<file path="config.mk">
export PLATFORM = sky130hd
export DESIGN_NAME = ocs_top
export DESIGN_NICKNAME = d
export VERILOG_FILES = /design/src/verilog/ocs_pkg.sv /design/src/verilog/ocs_clock_mult.sv /design/src/verilog/ocs_top.sv
export VERILOG_INCLUDE_DIRS = /design/src /design/src/verilog
export SDC_FILE = /design/constraint.sdc
export NUM_CORES = 1
export LEC_CHECK = 0
export ABC_AREA = 1
export BUFFER_PORTS_ARGS = -buffer_cell sky130_fd_sc_hd__buf_2
export CORE_MARGIN = 3
export CORE_UTILIZATION = 46
export DETAILED_ROUTE_END_ITERATION = 6
export PLACE_DENSITY = 0.65
export SLEW_MARGIN = 20
export SYNTH_ARGS = -nofsm -noshare
export SYNTH_HDL_FRONTEND = slang
export SYNTH_HIERARCHICAL = 1
export SYNTH_SLANG_ARGS = --single-unit
</file>
<file path="constraint.sdc">
create_clock -name clk -period 3.2 [get_ports clk]
set_clock_uncertainty 0.05 [all_clocks]
set_input_delay 0.48 -clock clk [delete_from_list [all_inputs] [get_ports clk]]
set_output_delay 0.48 -clock clk [all_outputs]
set_load 0.005 [all_outputs]
</file>
<file path="src/verilog/ocs_consts.svh">
// constants for the oscillator and core clock select block
// Function
// - core clock runs from internal oscillator after reset
// - trim holds seven bits setting oscillator period
// - trim bit seven reads zero, ignores writes
// - divide code 00/01/10/11 gives 8/4/2/1
// - post-divider resets to divide by eight
// - control bit seven enables oscillator, reset on
// - ready bit set only at programmed frequency
// - control bits five to two read zero
// - external oscillator over eight feeds timers
// - peripheral tick synchronised, half-cycle jitter bound; code samples rising clock edges only, jitter up to one base clock cycle
// - crystal modes claim both pins, other on modes one, off modes none
// - core clock picks internal, external or multiplier
// - multiplier offers internal x2, external x2/x4
// - crystal valid read-only, set once stable
// - external mode field decodes eight codes
// - source select 00/01/10, 11 reserved
// - multiplier output four times its input
`ifndef OCS_CONSTS_SVH
`define OCS_CONSTS_SVH

// register addresses
`define OCS_ADDR_EXT_CTRL       8'hb1
`define OCS_ADDR_INT_CTRL       8'hb2
`define OCS_ADDR_INT_TRIM       8'hb3
`define OCS_ADDR_MULT_CTRL      8'hbe
`define OCS_ADDR_CLK_SEL        8'ha9

// internal oscillator control fields
`define OCS_INT_EN_BIT          7
`define OCS_INT_RDY_BIT         6
`define OCS_INT_CTRL_RESET      8'hc0
`define OCS_DIV_RESET           2'h0

// multiplier control fields
`define OCS_MUL_EN_BIT          7
`define OCS_MUL_INIT_BIT        6
`define OCS_MUL_RDY_BIT         5

// trim reset and oscillator model (125 MHz base, 24.5 MHz at reset trim)
`define OCS_TRIM_RESET          7'h40
`define OCS_NCO_W               16
`define OCS_NCO_BASE            16'h222d
`define OCS_NCO_STEP            16'h0040

// settling counts and multiplier counter width
`define OCS_INT_READY_TICKS     4'hf
`define OCS_XTAL_STABLE_EDGES   1024
`define OCS_MULT_W              16

`endif

</file>
<file path="src/verilog/ocs_pkg.sv">
// types shared by the oscillator and core clock select block
package ocs_pkg;

   // special-function register request from the core
   typedef struct packed {
      logic [7:0] addr;  // register address
      logic [7:0] wdata; // write data
      logic       wr;    // write strobe, one cycle
      logic       rd;    // read strobe, one cycle
   } ocs_sfr_req_type;

   // external oscillator modes
   typedef enum logic [2:0] {
      EXT_OFF0      = 3'h0,
      EXT_OFF1      = 3'h1,
      EXT_CMOS      = 3'h2,
      EXT_CMOS_DIV2 = 3'h3,
      EXT_RC        = 3'h4,
      EXT_CAP       = 3'h5,
      EXT_XTAL      = 3'h6,
      EXT_XTAL_DIV2 = 3'h7
   } ocs_ext_mode_type;

   // core clock sources
   typedef enum logic [1:0] {
      SRC_INT  = 2'h0,
      SRC_EXT  = 2'h1,
      SRC_MULT = 2'h2,
      SRC_RSVD = 2'h3
   } ocs_src_type;

   // source switch states
   typedef enum logic [1:0] {
      SW_RUN  = 2'h0,
      SW_WAIT = 2'h1
   } ocs_sw_state_type;

endpackage

</file>
<file path="src/verilog/ocs_clock_mult.sv">
// clock multiplier: four evenly spaced ticks per input tick period
`timescale 1ns/1ns
`default_nettype none
`include "ocs_consts.svh"
module ocs_clock_mult #(
   parameter int unsigned W = `OCS_MULT_W
) (
   // clock and reset
   input  wire logic clk,
   input  wire logic reset_n,
   // control
   input  wire logic enable,
   input  wire logic init,
   input  wire logic in_tick,
   // results
   output logic      out_tick,
   output logic      ready
);
   import ocs_pkg::*;

   // refuse widths too narrow to measure a period
   if (W < 4) begin : g_chk
      $error("ocs_clock_mult: W must be at least 4");
   end

   logic [W-1:0] cnt_q;     // cycles since last input tick
   logic [W-1:0] period_q;  // last measured period
   logic [W-1:0] sub_q;     // cycles since last output tick
   logic [1:0]   slot_q;    // inner output ticks issued this period
   logic [1:0]   meas_q;    // completed measurements since init
   logic [W-1:0] quarter;   // spacing of output ticks
   logic         mid_tick;  // one of the three inner ticks

   assign quarter  = period_q >> 2;
   assign mid_tick = ready && !in_tick && slot_q != 2'h3 && quarter != '0 && sub_q == quarter - 1'b1;

   // period measurement between input ticks
   always_ff @(posedge clk or negedge reset_n)
   begin
      if (!reset_n)
      begin
         cnt_q    <= '0;
         period_q <= '0;
         meas_q   <= 2'h0;
      end
      else if (!enable || init)
      begin
         cnt_q  <= '0;
         meas_q <= 2'h0;
      end
      else if (in_tick)
      begin
         period_q <= cnt_q + 1'b1;
         cnt_q    <= '0;
         if (meas_q != 2'h2)
            meas_q <= meas_q + 2'h1;
      end
      else if (cnt_q != '1)
         cnt_q <= cnt_q + 1'b1;
   end

   // lock once a full period has been measured
   assign ready = enable && meas_q == 2'h2;

   // output tick spacing, realigned on every input tick
   always_ff @(posedge clk or negedge reset_n)
   begin
      if (!reset_n)
      begin
         sub_q  <= '0;
         slot_q <= 2'h0;
      end
      else if (in_tick)
      begin
         sub_q  <= '0;
         slot_q <= 2'h0;
      end
      else if (mid_tick)
      begin
         sub_q  <= '0;
         slot_q <= slot_q + 2'h1;
      end
      else if (sub_q != '1)
         sub_q <= sub_q + 1'b1;
   end

   // four ticks per input period: one aligned, three spaced
   assign out_tick = ready && (in_tick || mid_tick);

endmodule // ocs_clock_mult
`default_nettype wire

</file>
<file path="src/verilog/ocs_top.sv">
// oscillator control, core clock selection and peripheral clock tick
`timescale 1ns/1ns
`default_nettype none
`include "ocs_consts.svh"
module ocs_top #(
   parameter logic [6:0]  TRIM_RESET        = `OCS_TRIM_RESET,
   parameter int unsigned XTAL_STABLE_EDGES = `OCS_XTAL_STABLE_EDGES
) (
   // clock and reset
   input  wire logic                    clk,
   input  wire logic                    reset_n,
   // special-function register port
   input  wire ocs_pkg::ocs_sfr_req_type sfr_req,
   output logic [7:0]                   sfr_rdata,
   // oscillator pin sense and pin ownership
   input  wire logic                    crystal_pin_out_level,
   output logic                         p02_osc_claim,
   output logic                         p03_osc_claim,
   // analog settings
   output logic                         internal_osc_on,
   output logic [6:0]                   internal_osc_trim,
   output logic [2:0]                   external_freq_range,
   // clock enables
   output logic                         core_clock,
   output logic                         ext_div8_tick
);
   import ocs_pkg::*;

   // refuse a zero settle count, or one the 16-bit edge counter cannot reach
   if (XTAL_STABLE_EDGES < 1 || XTAL_STABLE_EDGES > 65535) begin : g_chk
      $error("ocs_top: XTAL_STABLE_EDGES must be 1 to 65535");
   end

   // control register reset image, so single bits can be picked from it
   localparam logic [7:0] CTRL_RESET = `OCS_INT_CTRL_RESET;

   // divide code to tick mask of the post-divider
   function automatic logic [2:0] div_mask(input logic [1:0] code);
      case (code)
         2'h0:    div_mask = 3'h7;  // divide by 8
         2'h1:    div_mask = 3'h3;  // divide by 4
         2'h2:    div_mask = 3'h1;  // divide by 2
         default: div_mask = 3'h0;  // divide by 1
      endcase
   endfunction

   // trim code to oscillator phase increment
   function automatic logic [`OCS_NCO_W-1:0] nco_inc(input logic [6:0] trim);
      nco_inc = `OCS_NCO_BASE + ({9'h000, trim} * `OCS_NCO_STEP);
   endfunction

   // register state
   logic             osc_on_q;     // internal oscillator enable
   logic [1:0]       div_q;        // requested divide code
   logic [1:0]       div_act_q;    // divide code in use
   logic [6:0]       trim_q;       // oscillator trim
   ocs_ext_mode_type ext_mode_q;   // external mode
   logic [2:0]       range_q;      // external frequency range
   logic             mul_en_q;     // multiplier enable
   logic [1:0]       mul_sel_q;    // multiplier input
   logic             mul_init_q;   // one-cycle init pulse
   logic             mul_init_bit_q; // stored init bit
   ocs_src_type      src_q;        // requested core source
   ocs_src_type      src_act_q;    // core source in use
   ocs_sw_state_type sw_q;         // switch state
   logic [7:0]       rdata_q;      // read data

   // internal oscillator model
   logic [`OCS_NCO_W-1:0] nco_q;   // phase accumulator
   logic                  nco_cy;  // phase wrap
   logic [`OCS_NCO_W-1:0] nco_sum; // next phase
   logic                  int_tick;
   logic [3:0]            rdy_cnt_q;
   logic                  int_ready;
   logic [2:0]            pd_cnt_q;
   logic                  int_div_tick;
   logic                  int_half_q;

   // external oscillator path
   logic                  ext_s1_q, ext_s2_q, ext_s3_q;
   logic                  ext_on, ext_edge, ext_tick;
   logic                  ext_half_q, ext_half2_q;
   logic                  xtal_mode;
   logic [15:0]           xtal_cnt_q;
   logic                  xtal_valid;
   logic [2:0]            ext8_cnt_q;
   logic                  ext8_q;

   // multiplier and selection
   logic                  mul_in_tick, mul_tick, mul_ready;
   logic                  old_tick, old_alive, new_tick;
   logic                  core_q;

   // register writes: internal oscillator control
   always_ff @(posedge clk or negedge reset_n)
   begin
      if (!reset_n)
      begin
         osc_on_q <= CTRL_RESET[`OCS_INT_EN_BIT];
         div_q    <= `OCS_DIV_RESET;
      end
      else if (sfr_req.wr && sfr_req.addr == `OCS_ADDR_INT_CTRL)
      begin
         osc_on_q <= sfr_req.wdata[`OCS_INT_EN_BIT];
         div_q    <= sfr_req.wdata[1:0];             // bits 5..2 dropped
      end
   end

   // register writes: trim, bit 7 discarded
   always_ff @(posedge clk or negedge reset_n)
   begin
      if (!reset_n)
         trim_q <= TRIM_RESET;
      else if (sfr_req.wr && sfr_req.addr == `OCS_ADDR_INT_TRIM)
         trim_q <= sfr_req.wdata[6:0];
   end

   // register writes: external oscillator control
   always_ff @(posedge clk or negedge reset_n)
   begin
      if (!reset_n)
      begin
         ext_mode_q <= EXT_OFF0;
         range_q    <= 3'h0;
      end
      else if (sfr_req.wr && sfr_req.addr == `OCS_ADDR_EXT_CTRL)
      begin
         ext_mode_q <= ocs_ext_mode_type'(sfr_req.wdata[6:4]);
         range_q    <= sfr_req.wdata[2:0];
      end
   end

   // register writes: multiplier control, init made a pulse
   always_ff @(posedge clk or negedge reset_n)
   begin
      if (!reset_n)
      begin
         mul_en_q       <= 1'b0;
         mul_sel_q      <= 2'h0;
         mul_init_q     <= 1'b0;
         mul_init_bit_q <= 1'b0;
      end
      else if (sfr_req.wr && sfr_req.addr == `OCS_ADDR_MULT_CTRL)
      begin
         mul_en_q       <= sfr_req.wdata[`OCS_MUL_EN_BIT];
         mul_init_bit_q <= sfr_req.wdata[`OCS_MUL_INIT_BIT];
         // reserved input code keeps the previous input
         if (sfr_req.wdata[1:0] != 2'h3)
            mul_sel_q <= sfr_req.wdata[1:0];
         mul_init_q <= sfr_req.wdata[`OCS_MUL_EN_BIT] & sfr_req.wdata[`OCS_MUL_INIT_BIT];
      end
      else
         mul_init_q <= 1'b0;
   end

   // register writes: core source, reserved code ignored
   always_ff @(posedge clk or negedge reset_n)
   begin
      if (!reset_n)
         src_q <= SRC_INT;
      else if (sfr_req.wr && sfr_req.addr == `OCS_ADDR_CLK_SEL && sfr_req.wdata[1:0] != SRC_RSVD)
         src_q <= ocs_src_type'(sfr_req.wdata[1:0]);
   end

   // read data, one cycle after the strobe
   always_ff @(posedge clk or negedge reset_n)
   begin
      if (!reset_n)
         rdata_q <= 8'h00;
      else if (sfr_req.rd)
      begin
         case (sfr_req.addr)
            `OCS_ADDR_INT_CTRL:  rdata_q <= {osc_on_q, int_ready, 4'h0, div_q};
            `OCS_ADDR_INT_TRIM:  rdata_q <= {1'b0, trim_q};
            `OCS_ADDR_EXT_CTRL:  rdata_q <= {xtal_valid, ext_mode_q, 1'b0, range_q};
            `OCS_ADDR_MULT_CTRL: rdata_q <= {mul_en_q, mul_init_bit_q, mul_ready, 3'h0, mul_sel_q};
            `OCS_ADDR_CLK_SEL:   rdata_q <= {6'h00, src_q};
            default:             rdata_q <= 8'h00;  // unmapped
         endcase
      end
   end

   assign sfr_rdata = rdata_q;

   // internal oscillator: phase accumulator stepped by the trim
   assign {nco_cy, nco_sum} = {1'b0, nco_q} + {1'b0, nco_inc(trim_q)};
   assign int_tick = osc_on_q & nco_cy;

   always_ff @(posedge clk or negedge reset_n)
   begin
      if (!reset_n)
         nco_q <= '0;
      else if (!osc_on_q)
         nco_q <= '0;
      else
         nco_q <= nco_sum;
   end

   // ready after a settle run of ticks; a new trim restarts it
   always_ff @(posedge clk or negedge reset_n)
   begin
      if (!reset_n)
         rdy_cnt_q <= 4'h0;
      else if (!osc_on_q || (sfr_req.wr && sfr_req.addr == `OCS_ADDR_INT_TRIM))
         rdy_cnt_q <= 4'h0;
      else if (int_tick && rdy_cnt_q != `OCS_INT_READY_TICKS)
         rdy_cnt_q <= rdy_cnt_q + 4'h1;
   end

   assign int_ready = osc_on_q && rdy_cnt_q == `OCS_INT_READY_TICKS;

   // post-divider; new code taken only at the divide-by-8 boundary
   always_ff @(posedge clk or negedge reset_n)
   begin
      if (!reset_n)
      begin
         pd_cnt_q  <= 3'h0;
         div_act_q <= `OCS_DIV_RESET;
      end
      else if (int_tick)
      begin
         pd_cnt_q <= pd_cnt_q + 3'h1;
         if (pd_cnt_q == 3'h7)
            div_act_q <= div_q;
      end
   end

   assign int_div_tick = int_tick && (pd_cnt_q & div_mask(div_act_q)) == div_mask(div_act_q);

   // internal oscillator over two for the multiplier
   always_ff @(posedge clk or negedge reset_n)
   begin
      if (!reset_n)
         int_half_q <= 1'b0;
      else if (int_tick)
         int_half_q <= ~int_half_q;
   end

   // external pin level synchroniser and edge detect
   always_ff @(posedge clk or negedge reset_n)
   begin
      if (!reset_n)
      begin
         ext_s1_q <= 1'b0;
         ext_s2_q <= 1'b0;
         ext_s3_q <= 1'b0;
      end
      else
      begin
         ext_s1_q <= crystal_pin_out_level;
         ext_s2_q <= ext_s1_q;
         ext_s3_q <= ext_s2_q;
      end
   end

   assign ext_on    = ext_mode_q[2:1] != 2'h0;
   assign xtal_mode = ext_mode_q[2:1] == 2'h3;
   assign ext_edge  = ext_on & ext_s2_q & ~ext_s3_q;

   // optional divide by two in cmos and crystal modes
   always_ff @(posedge clk or negedge reset_n)
   begin
      if (!reset_n)
         ext_half_q <= 1'b0;
      else if (!ext_on)
         ext_half_q <= 1'b0;
      else if (ext_edge)
         ext_half_q <= ~ext_half_q;
   end

   assign ext_tick = ext_edge && (!(ext_mode_q[1] & ext_mode_q[0]) || ext_half_q);

   // crystal settling: count edges while in a crystal mode
   always_ff @(posedge clk or negedge reset_n)
   begin
      if (!reset_n)
         xtal_cnt_q <= 16'h0000;
      else if (!xtal_mode)
         xtal_cnt_q <= 16'h0000;
      else if (ext_edge && xtal_cnt_q < 16'(XTAL_STABLE_EDGES))
         xtal_cnt_q <= xtal_cnt_q + 16'h0001;
   end

   assign xtal_valid = xtal_mode && xtal_cnt_q >= 16'(XTAL_STABLE_EDGES);

   // pins taken by the oscillator circuit
   assign p02_osc_claim = xtal_mode;
   assign p03_osc_claim = ext_on;

   // external over eight, registered on the core base clock
   always_ff @(posedge clk or negedge reset_n)
   begin
      if (!reset_n)
      begin
         ext8_cnt_q <= 3'h0;
         ext8_q     <= 1'b0;
      end
      else
      begin
         ext8_q <= ext_tick && ext8_cnt_q == 3'h7;
         if (!ext_on)
            ext8_cnt_q <= 3'h0;
         else if (ext_tick)
            ext8_cnt_q <= ext8_cnt_q + 3'h1;
      end
   end

   assign ext_div8_tick = ext8_q;

   // external over two for the multiplier
   always_ff @(posedge clk or negedge reset_n)
   begin
      if (!reset_n)
         ext_half2_q <= 1'b0;
      else if (ext_tick)
         ext_half2_q <= ~ext_half2_q;
   end

   // multiplier input choice: int/2, ext, ext/2
   always_comb
   begin
      case (mul_sel_q)
         2'h0:    mul_in_tick = int_tick & int_half_q;
         2'h1:    mul_in_tick = ext_tick;
         2'h2:    mul_in_tick = ext_tick & ext_half2_q;
         default: mul_in_tick = 1'b0;
      endcase
   end

   // times four on the chosen input
   ocs_clock_mult #(
      .W (`OCS_MULT_W)
   ) u_mult (
      .clk      (clk),
      .reset_n  (reset_n),
      .enable   (mul_en_q),
      .init     (mul_init_q),
      .in_tick  (mul_in_tick),
      .out_tick (mul_tick),
      .ready    (mul_ready)
   );

   // ticks and liveness of the active source, tick of the requested one
   always_comb
   begin
      case (src_act_q)
         SRC_EXT:  begin old_tick = ext_tick;     old_alive = ext_on;    end
         SRC_MULT: begin old_tick = mul_tick;     old_alive = mul_ready; end
         default:  begin old_tick = int_div_tick; old_alive = osc_on_q;  end
      endcase
      case (src_q)
         SRC_EXT:  new_tick = ext_tick;
         SRC_MULT: new_tick = mul_tick;
         default:  new_tick = int_div_tick;
      endcase
   end

   // switch only at an old-source tick, or once it is dead
   always_ff @(posedge clk or negedge reset_n)
   begin
      if (!reset_n)
      begin
         sw_q      <= SW_RUN;
         src_act_q <= SRC_INT;
      end
      else
      begin
         unique case (sw_q)
            SW_RUN:
               if (src_q != src_act_q)
                  sw_q <= SW_WAIT;
            SW_WAIT:
               if (old_tick || !old_alive)
               begin
                  src_act_q <= src_q;
                  sw_q      <= SW_RUN;
               end
         endcase
      end
   end

   // core clock enable; the old source's switching tick still passes, never split
   always_ff @(posedge clk or negedge reset_n)
   begin
      if (!reset_n)
         core_q <= 1'b0;
      else if (sw_q == SW_WAIT && (old_tick || !old_alive))
         core_q <= old_tick;
      else
         core_q <= old_tick;
   end

   assign core_clock = core_q;

   // analog settings
   assign internal_osc_on     = osc_on_q;
   assign internal_osc_trim   = trim_q;
   assign external_freq_range = range_q;

   // new source tick unused; the waiting rule looks only at the old source
   logic unused_new;
   assign unused_new = new_tick;

endmodule // ocs_top
`default_nettype wire
</file>
==> metrics, run 1 <==
status finished clean; Pleak between 4 and 5 nW; Slew Viols, Final 0; number of synthesized flops with an enable pin 0; ant diodes 0; most numerous cell in the Yosys netlist nand2_1; initial drt markers between 300 and 400; final worst-path cycle share 97.85%; Worst-Skew Late Latency between 0.4 and 0.5 ns; WL final 18040 um; final core occ approximately 56%; Port-buffer cells 43; CP top delay family simple AND/OR/NAND/NOR gates; Commonest cells post-synth 226 x nand2_1, 146 x inv_1, 134 x dfrtp_1; Gate Count Post-Synth slightly above 1000; crit-path max FO 5; post-DR wirelength/cell roughly 14 um; root buf cell clkbuf_16; Cell Pwr Density 489.7 mW/mm^2; Synth cell types 55; sequential share of power 42.3%; switching pwr around 1.4 mW; first-pass GRT wire length between 30000 and 40000 um; Layout Nets about 1100; max frequency approximately 0.32 GHz; Horiz. Die Dim roughly 140 um; WS Path Type flip-flop to flip-flop; DRC 0; Detail Placement HPWL 13260 um; area leader, netlist dfrtp_1; clock slew seen by the registers of the worst setup and hold paths roughly 0.070 ns; GRT overflow 0; die area about 0.019 sq mm; CP peak stage delay ~0.36 ns; largest net degree at the start of global routing 64; Rows 47; Post-Place Setup Slack roughly 0.056 ns; Synth Net Count 1065; vias in the first global route between 6000 and 7000; Synth-to-Final Area Change 18.20%; reported max-cap violation count 0; startpoint types flip-flop; first drt pass iteration count 6; Hold Violations, Final 0; Top FF cell, synth dfrtp_1; Detail Route Antenna Nets 0; flops & latches, synth between 100 and 150; die height approximately 140 um; H-tree levels 4; cts bufs inserted 17; routability cong. 0.8622; CTS Buffer Depth 2; Power Internal roughly 3.2 mW; final setup fails 0; CORE AREA 0.01682 sq mm; initial antenna violation count 0; data required time at the worst endpoint around 3.5 ns; Final WS setup approximately 0.069 ns; RSZ-0062 raised after global routing yes; clock group share of total power 42.6%; Worst Hold Class primary input to flip-flop; Crit. End Element flip-flop; Power, Total 4.644 mW; Initial Util a little under half; Switching Share 30.49%; Synth area leaders dfrtp_1 42%, nand2_1 11%, inv_1 6.8%; asr flop ratio synth 100.0%; Slew @ Worst Pin about 0.60 ns; Vias 6647; yosys warns 6; WP buf/inv 3; I/O pins 44; synthesized area around 0.008 sq mm; WP data arrival ~3.4 ns; post-synth top area share between 40% and 50%; gr usage total 19.39%; layout cells sized above 1 a little under a fifth; Peak VDD IR 434.6 uV; Rel. slew slack approximately three fifths; sequential fraction of the synthesis area roughly 42%; Syn Area/Cell 7.968 sq um; CTS sink cnt around 140; Vias/cell slightly above 5; CTS tree done; Final min period between 3 and 4 ns; CP max-delay cell dfrtp_1; Comb power frac approximately 15%
-- power by group through the flow --
stage / Combinational, mW / Sequential [mW] / Clock [mW]
global route: 0.799 / 1.98 / 2.11
CTS: 0.694 / 1.96 / 2.02
floorplan: 0.500 / 1.96 / 0
global placement: 0.674 / 1.99 / 0
detailed placement: 0.686 / 1.99 / 0
finish: 0.700 / 1.96 / 1.98
-- routing by layer --
metal	track usage (%)	part of all wire [%]	wire length, um
met5	0	0	0
met4	5.616	1.2	217
met3	4.006	4.5	808
met2	31.32	46	8363
met1	26.57	48	8654
-- worst paths after layout --
check,cells past startpoint,end,slack [ns],start
worst min register to register,0,ext_s2_q$_DFF_PN0_,0.33,ext_s1_q$_DFF_PN0_
worst max-delay path,29,src_act_q[0]$_DFFE_PN0P_,0.07,internal_osc_trim[3]$_DFFE_PN0P_
worst min-delay path,1,ext_s1_q$_DFF_PN0_,0.11,crystal_pin_out_level
worst max register to register,29,src_act_q[0]$_DFFE_PN0P_,0.07,internal_osc_trim[3]$_DFFE_PN0P_
max in group asynchronous,3,internal_osc_on$_DFFE_PN1P_,1.75,reset_n
min in group asynchronous,2,u_mult/cnt_q[9]$_DFFE_PN0P_,0.55,reset_n
-- per-stage QoR --
step	setup TNS, ns	cell area [sq um]	instances	hold slack, ns
detailed placement	0	8778	1278	0.3058
floorplan	-0.03215	8202	1007	0.1344
finish	0	9484	1318	0.1060
CTS	0	9389	1311	0.08846
global route	-1.672	9484	1318	0.08004
global placement	0	8778	1278	0.3126
-- kinds of logic after synthesis --
logic type | after synthesis | share of synthesized area [%]
buf+inv | 166 | 8.327
compound gates | 128 | 9.263
fa+ha+maj | 37 | 5.769
xor+xnor | 43 | 4.694
simple gates | 496 | 29.36
mux | 1 | 0.1403
flops | 136 | 42.45
-- cell usage in the layout (no fill, tap or decap), types with 24 or more instances in the layout --
| master | n |
|---|---|
| xor2_1 | 25 |
| dfrtp_1 | 134 |
| nand3_1 | 68 |
| inv_1 | 139 |
| nand2_1 | 219 |
| buf_2 | 42 |
| buf_4 | 27 |
| o21ai_0 | 68 |
| nor2_1 | 109 |
| ha_1 | 24 |
-- cell type report --
type,count,area (sq um)
Inverter,152,579.3
Timing Repair Buffer,72,454.2
Clock inverter,15,175.2
Clock buffer,17,425.4
Tap cell,220,275.3
Sequential cell,136,3406
Timing Repair inverter,1,7.507
Fill cell,1583,7335
Multi-Input combinational cell,705,4161
-- registers in the layout (all words and copies together), names as in the netlist, 2 cells and up --
| register | flops |
|---|---|
| div_act_q | 2 |
| div_q | 2 |
| ext8_cnt_q | 3 |
| ext_mode_q | 3 |
| external_freq_range | 3 |
| internal_osc_trim | 7 |
| mul_sel_q | 2 |
| nco_q | 16 |
| pd_cnt_q | 3 |
| rdy_cnt_q | 4 |
| sfr_rdata | 8 |
| src_act_q | 2 |
| src_q | 2 |
| u_mult/cnt_q | 16 |
| u_mult/meas_q | 2 |
| u_mult/period_q | 14 |
| u_mult/slot_q | 2 |
| u_mult/sub_q | 16 |
| xtal_cnt_q | 16 |
-- what timing repair did --
action / CTS / global route
endpoints found under the setup margin: 0 / 51
hold endpoints to repair: 5 / 0
resized for setup: 0 / 16
buffers inserted: 0 / 6
hold buffers: 1 / 0
Note: power is estimated with default switching activity, not from simulation.
==> inputs of run 2 (changes only) <==
- clock period: 3.2 -> 2.8 ns (I/O delays scaled with it)
==> run 2 against run 1 <==
  * The run now ends with setup timing left
  * Clock power increased by 13%
  * Via count increased by 3.2%
  * Hold slack got worse by 0.060 ns
  * Critical endpoint is now u_mult/sub_q[6]$_DFFE_PN0P_
==> metrics, run 2 (synthesis results as in run 1) <==
Layout Nets 1197; status finished with violations; Rows 47; largest net degree at the start of global routing 50; I/O pins 44; Pleak 5.255 nW; Comb power frac 15.9%; vias in the first global route between 6000 and 7000; Initial Util between 40% and 50%; Peak VDD IR roughly 440 uV; Hold Path End ext_s1_q$_DFF_PN0_; final setup fails 49; WP data arrival approximately 3.4 ns; number of fill cells in the layout 1516; Vias/cell between 5 and 6; die height roughly 140 um; ant diodes 0; die area 0.01906 sq mm; first drt pass iteration count 5; CTS Buffer Depth 2; Cell Pwr Density 523.7 mW/mm^2; Final WS setup -0.3047 ns; cts bufs inserted 17; Worst Hold Class primary input to flip-flop; switching pwr about 1.6 mW; Power, Total around 5.3 mW; CTS sink cnt ~140; clock slew seen by the registers of the worst setup and hold paths 0.07 ns; number of instances in the placed design approximately 1300; max frequency 0.3221 GHz; R2R Setup Slk -0.30 ns; Hold Violations, Final 0; hold path depth 1; reported max-cap violation count 0; sequential share of power between 40% and 50%; WS Path Type flip-flop to flip-flop; min-delay src crystal_pin_out_level; Detail Placement HPWL ~14000 um; initial antenna violation count 0; first-pass GRT wire length ~33000 um; initial drt markers roughly 340; crit-path max FO 7; Slew Viols, Final 0; most frequent cells in the layout 208 x nand2_1, 136 x inv_1, 134 x dfrtp_1; startpoint types flip-flop; Worst-Skew Late Latency around 0.42 ns; Port-buffer cells between 40 and 50; H-tree levels 4; Detail Route Antenna Nets 0; worst r2r src internal_osc_trim[3]$_DFFE_PN0P_; WL met2 9325 um; Vias a little under 7000; reg2reg path depth 26; Horiz. Die Dim about 140 um; Power Internal ~3.7 mW; Rel. slew slack between 60 and 70%; routability cong. roughly 0.85; worst hold slack approximately 0.046 ns; non-filler cells in the finished layout 1372; Switching Share a little under a third; RSZ-0062 raised after global routing yes; root buf cell clkbuf_16; Top Metal Used met4; gr usage total 20.60%; WL final between 15000 and 20000 um; CORE AREA around 0.017 sq mm; Slew @ Worst Pin 0.4707 ns; data required time at the worst endpoint 3.06 ns; layout cells sized above 1 between 20% and 30%; metal1 wirelength around 9000 um; GRT overflow 0; Synth-to-Final Area Change 26.55%; Crit. End Element flip-flop; post-DR wirelength/cell about 14 um; met3 wire len around 900 um; Final min period 3.105 ns; CTS tree done; RR Endpoint u_mult/sub_q[6]$_DFFE_PN0P_; final worst-path cycle share 110.9%; clock group share of total power 41.9%; DRC 0; most common cell after layout, fill and taps aside nand2_1; violated checks setup timing
run 2: cell types whose count changed in the layout (fill, tap and decap cells not counted), sizes merged:
cell | previous run | this run
clkinvlp | 2 | 3
inv | 161 | 162
buf | 71 | 123
run 2: per-stage QoR:
stage	setup TNS (ns)	instance area (sq um)	utilization (%)	worst slack, ns
5_1_grt	-17.29	10150	60.38	-0.5944
6_report	-6.964	10150	60.38	-0.3047
2_1_floorplan	-1.359	8202	-	-0.4163
3_5_place_dp	-3.835	9001	53.52	-0.3084
4_1_cts	-3.799	9897	58.85	-0.2721
3_3_place_gp	-2.263	9001	53.52	-0.2603
run 2: final cells by class:
| class | instances | area [sq um] | area share (%) |
|---|---|---|---|
| Multi-Input combinational cell | 705 | 4357 | 42.90 |
| Sequential cell | 136 | 3406 | 33.54 |
| Timing Repair Buffer | 124 | 928.4 | 9.142 |
| Inverter | 152 | 581.8 | 5.729 |
| Clock buffer | 17 | 425.4 | 4.189 |
| Tap cell | 220 | 275.3 | 2.711 |
| Clock inverter | 15 | 157.7 | 1.552 |
| Timing Repair inverter | 3 | 23.77 | 0.2341 |
run 2: worst max-delay path by stage:
stage	startpoint	to	depth (start not counted)
floorplan	internal_osc_trim[0]$_DFFE_PN0P_	src_act_q[0]$_DFFE_PN0P_	29
global placement	nco_q[6]$_DFF_PN0_	src_act_q[0]$_DFFE_PN0P_	28
detailed placement	nco_q[6]$_DFF_PN0_	src_act_q[1]$_DFFE_PN0P_	28
CTS	nco_q[6]$_DFF_PN0_	src_act_q[1]$_DFFE_PN0P_	28
global route	internal_osc_trim[0]$_DFFE_PN0P_	src_act_q[1]$_DFFE_PN0P_	28
finish	internal_osc_trim[3]$_DFFE_PN0P_	u_mult/sub_q[6]$_DFFE_PN0P_	26
run 2: repair_timing:
| item | 4_1_cts | 5_1_grt |
|---|---|---|
| gates cloned | 1 | 3 |
| pin swaps | 14 | 20 |
| gates resized for setup | 22 | 80 |
| setup buffers | 25 | 13 |
| endpoints found under the setup margin | 47 | 56 |
| endpoints found under the hold margin | 36 | 0 |
| hold buffers | 1 | 0 |
run 2: worst max-delay path, cell delays in order, from the launching register on:
cell and delay [ns]:
dfrtp_1 0.36, inv_2 0.06, ha_4 0.26, inv_2 0.03, ha_4 0.21, nand2_2 0.07, nand2_2 0.05, nand2_1 0.07
nand3_2 0.10, nor2_4 0.14, nand2_4 0.07, nand2_4 0.07, inv_2 0.03, nand4_1 0.07, nand3_2 0.09, nor2_2 0.08
nand2_1 0.07, nor2_1 0.08, and2_1 0.13, nand3_2 0.08, nor2_4 0.15, nand3_4 0.08, buf_4 0.14, buf_6 0.12
buf_12 0.15, nand3_4 0.11, nand2_2 0.06
run 2: power groups by stage:
stage               Clock [mW]  Sequential, mW  Combinational [mW]
floorplan                    0            2.24               0.571
global placement             0            2.28               0.786
detailed placement           0            2.28               0.800
CTS                       2.28            2.24               0.813
global route              2.37            2.27               0.962
finish                    2.23            2.25               0.844
run 2: routing by layer:
metal / up-vias / track usage [%]
met4: 0 / 5.096
met3: 19 / 4.523
li1: 3501 / -
met1: 3202 / 27.55
met2: 139 / 34.28
met5: - / 0
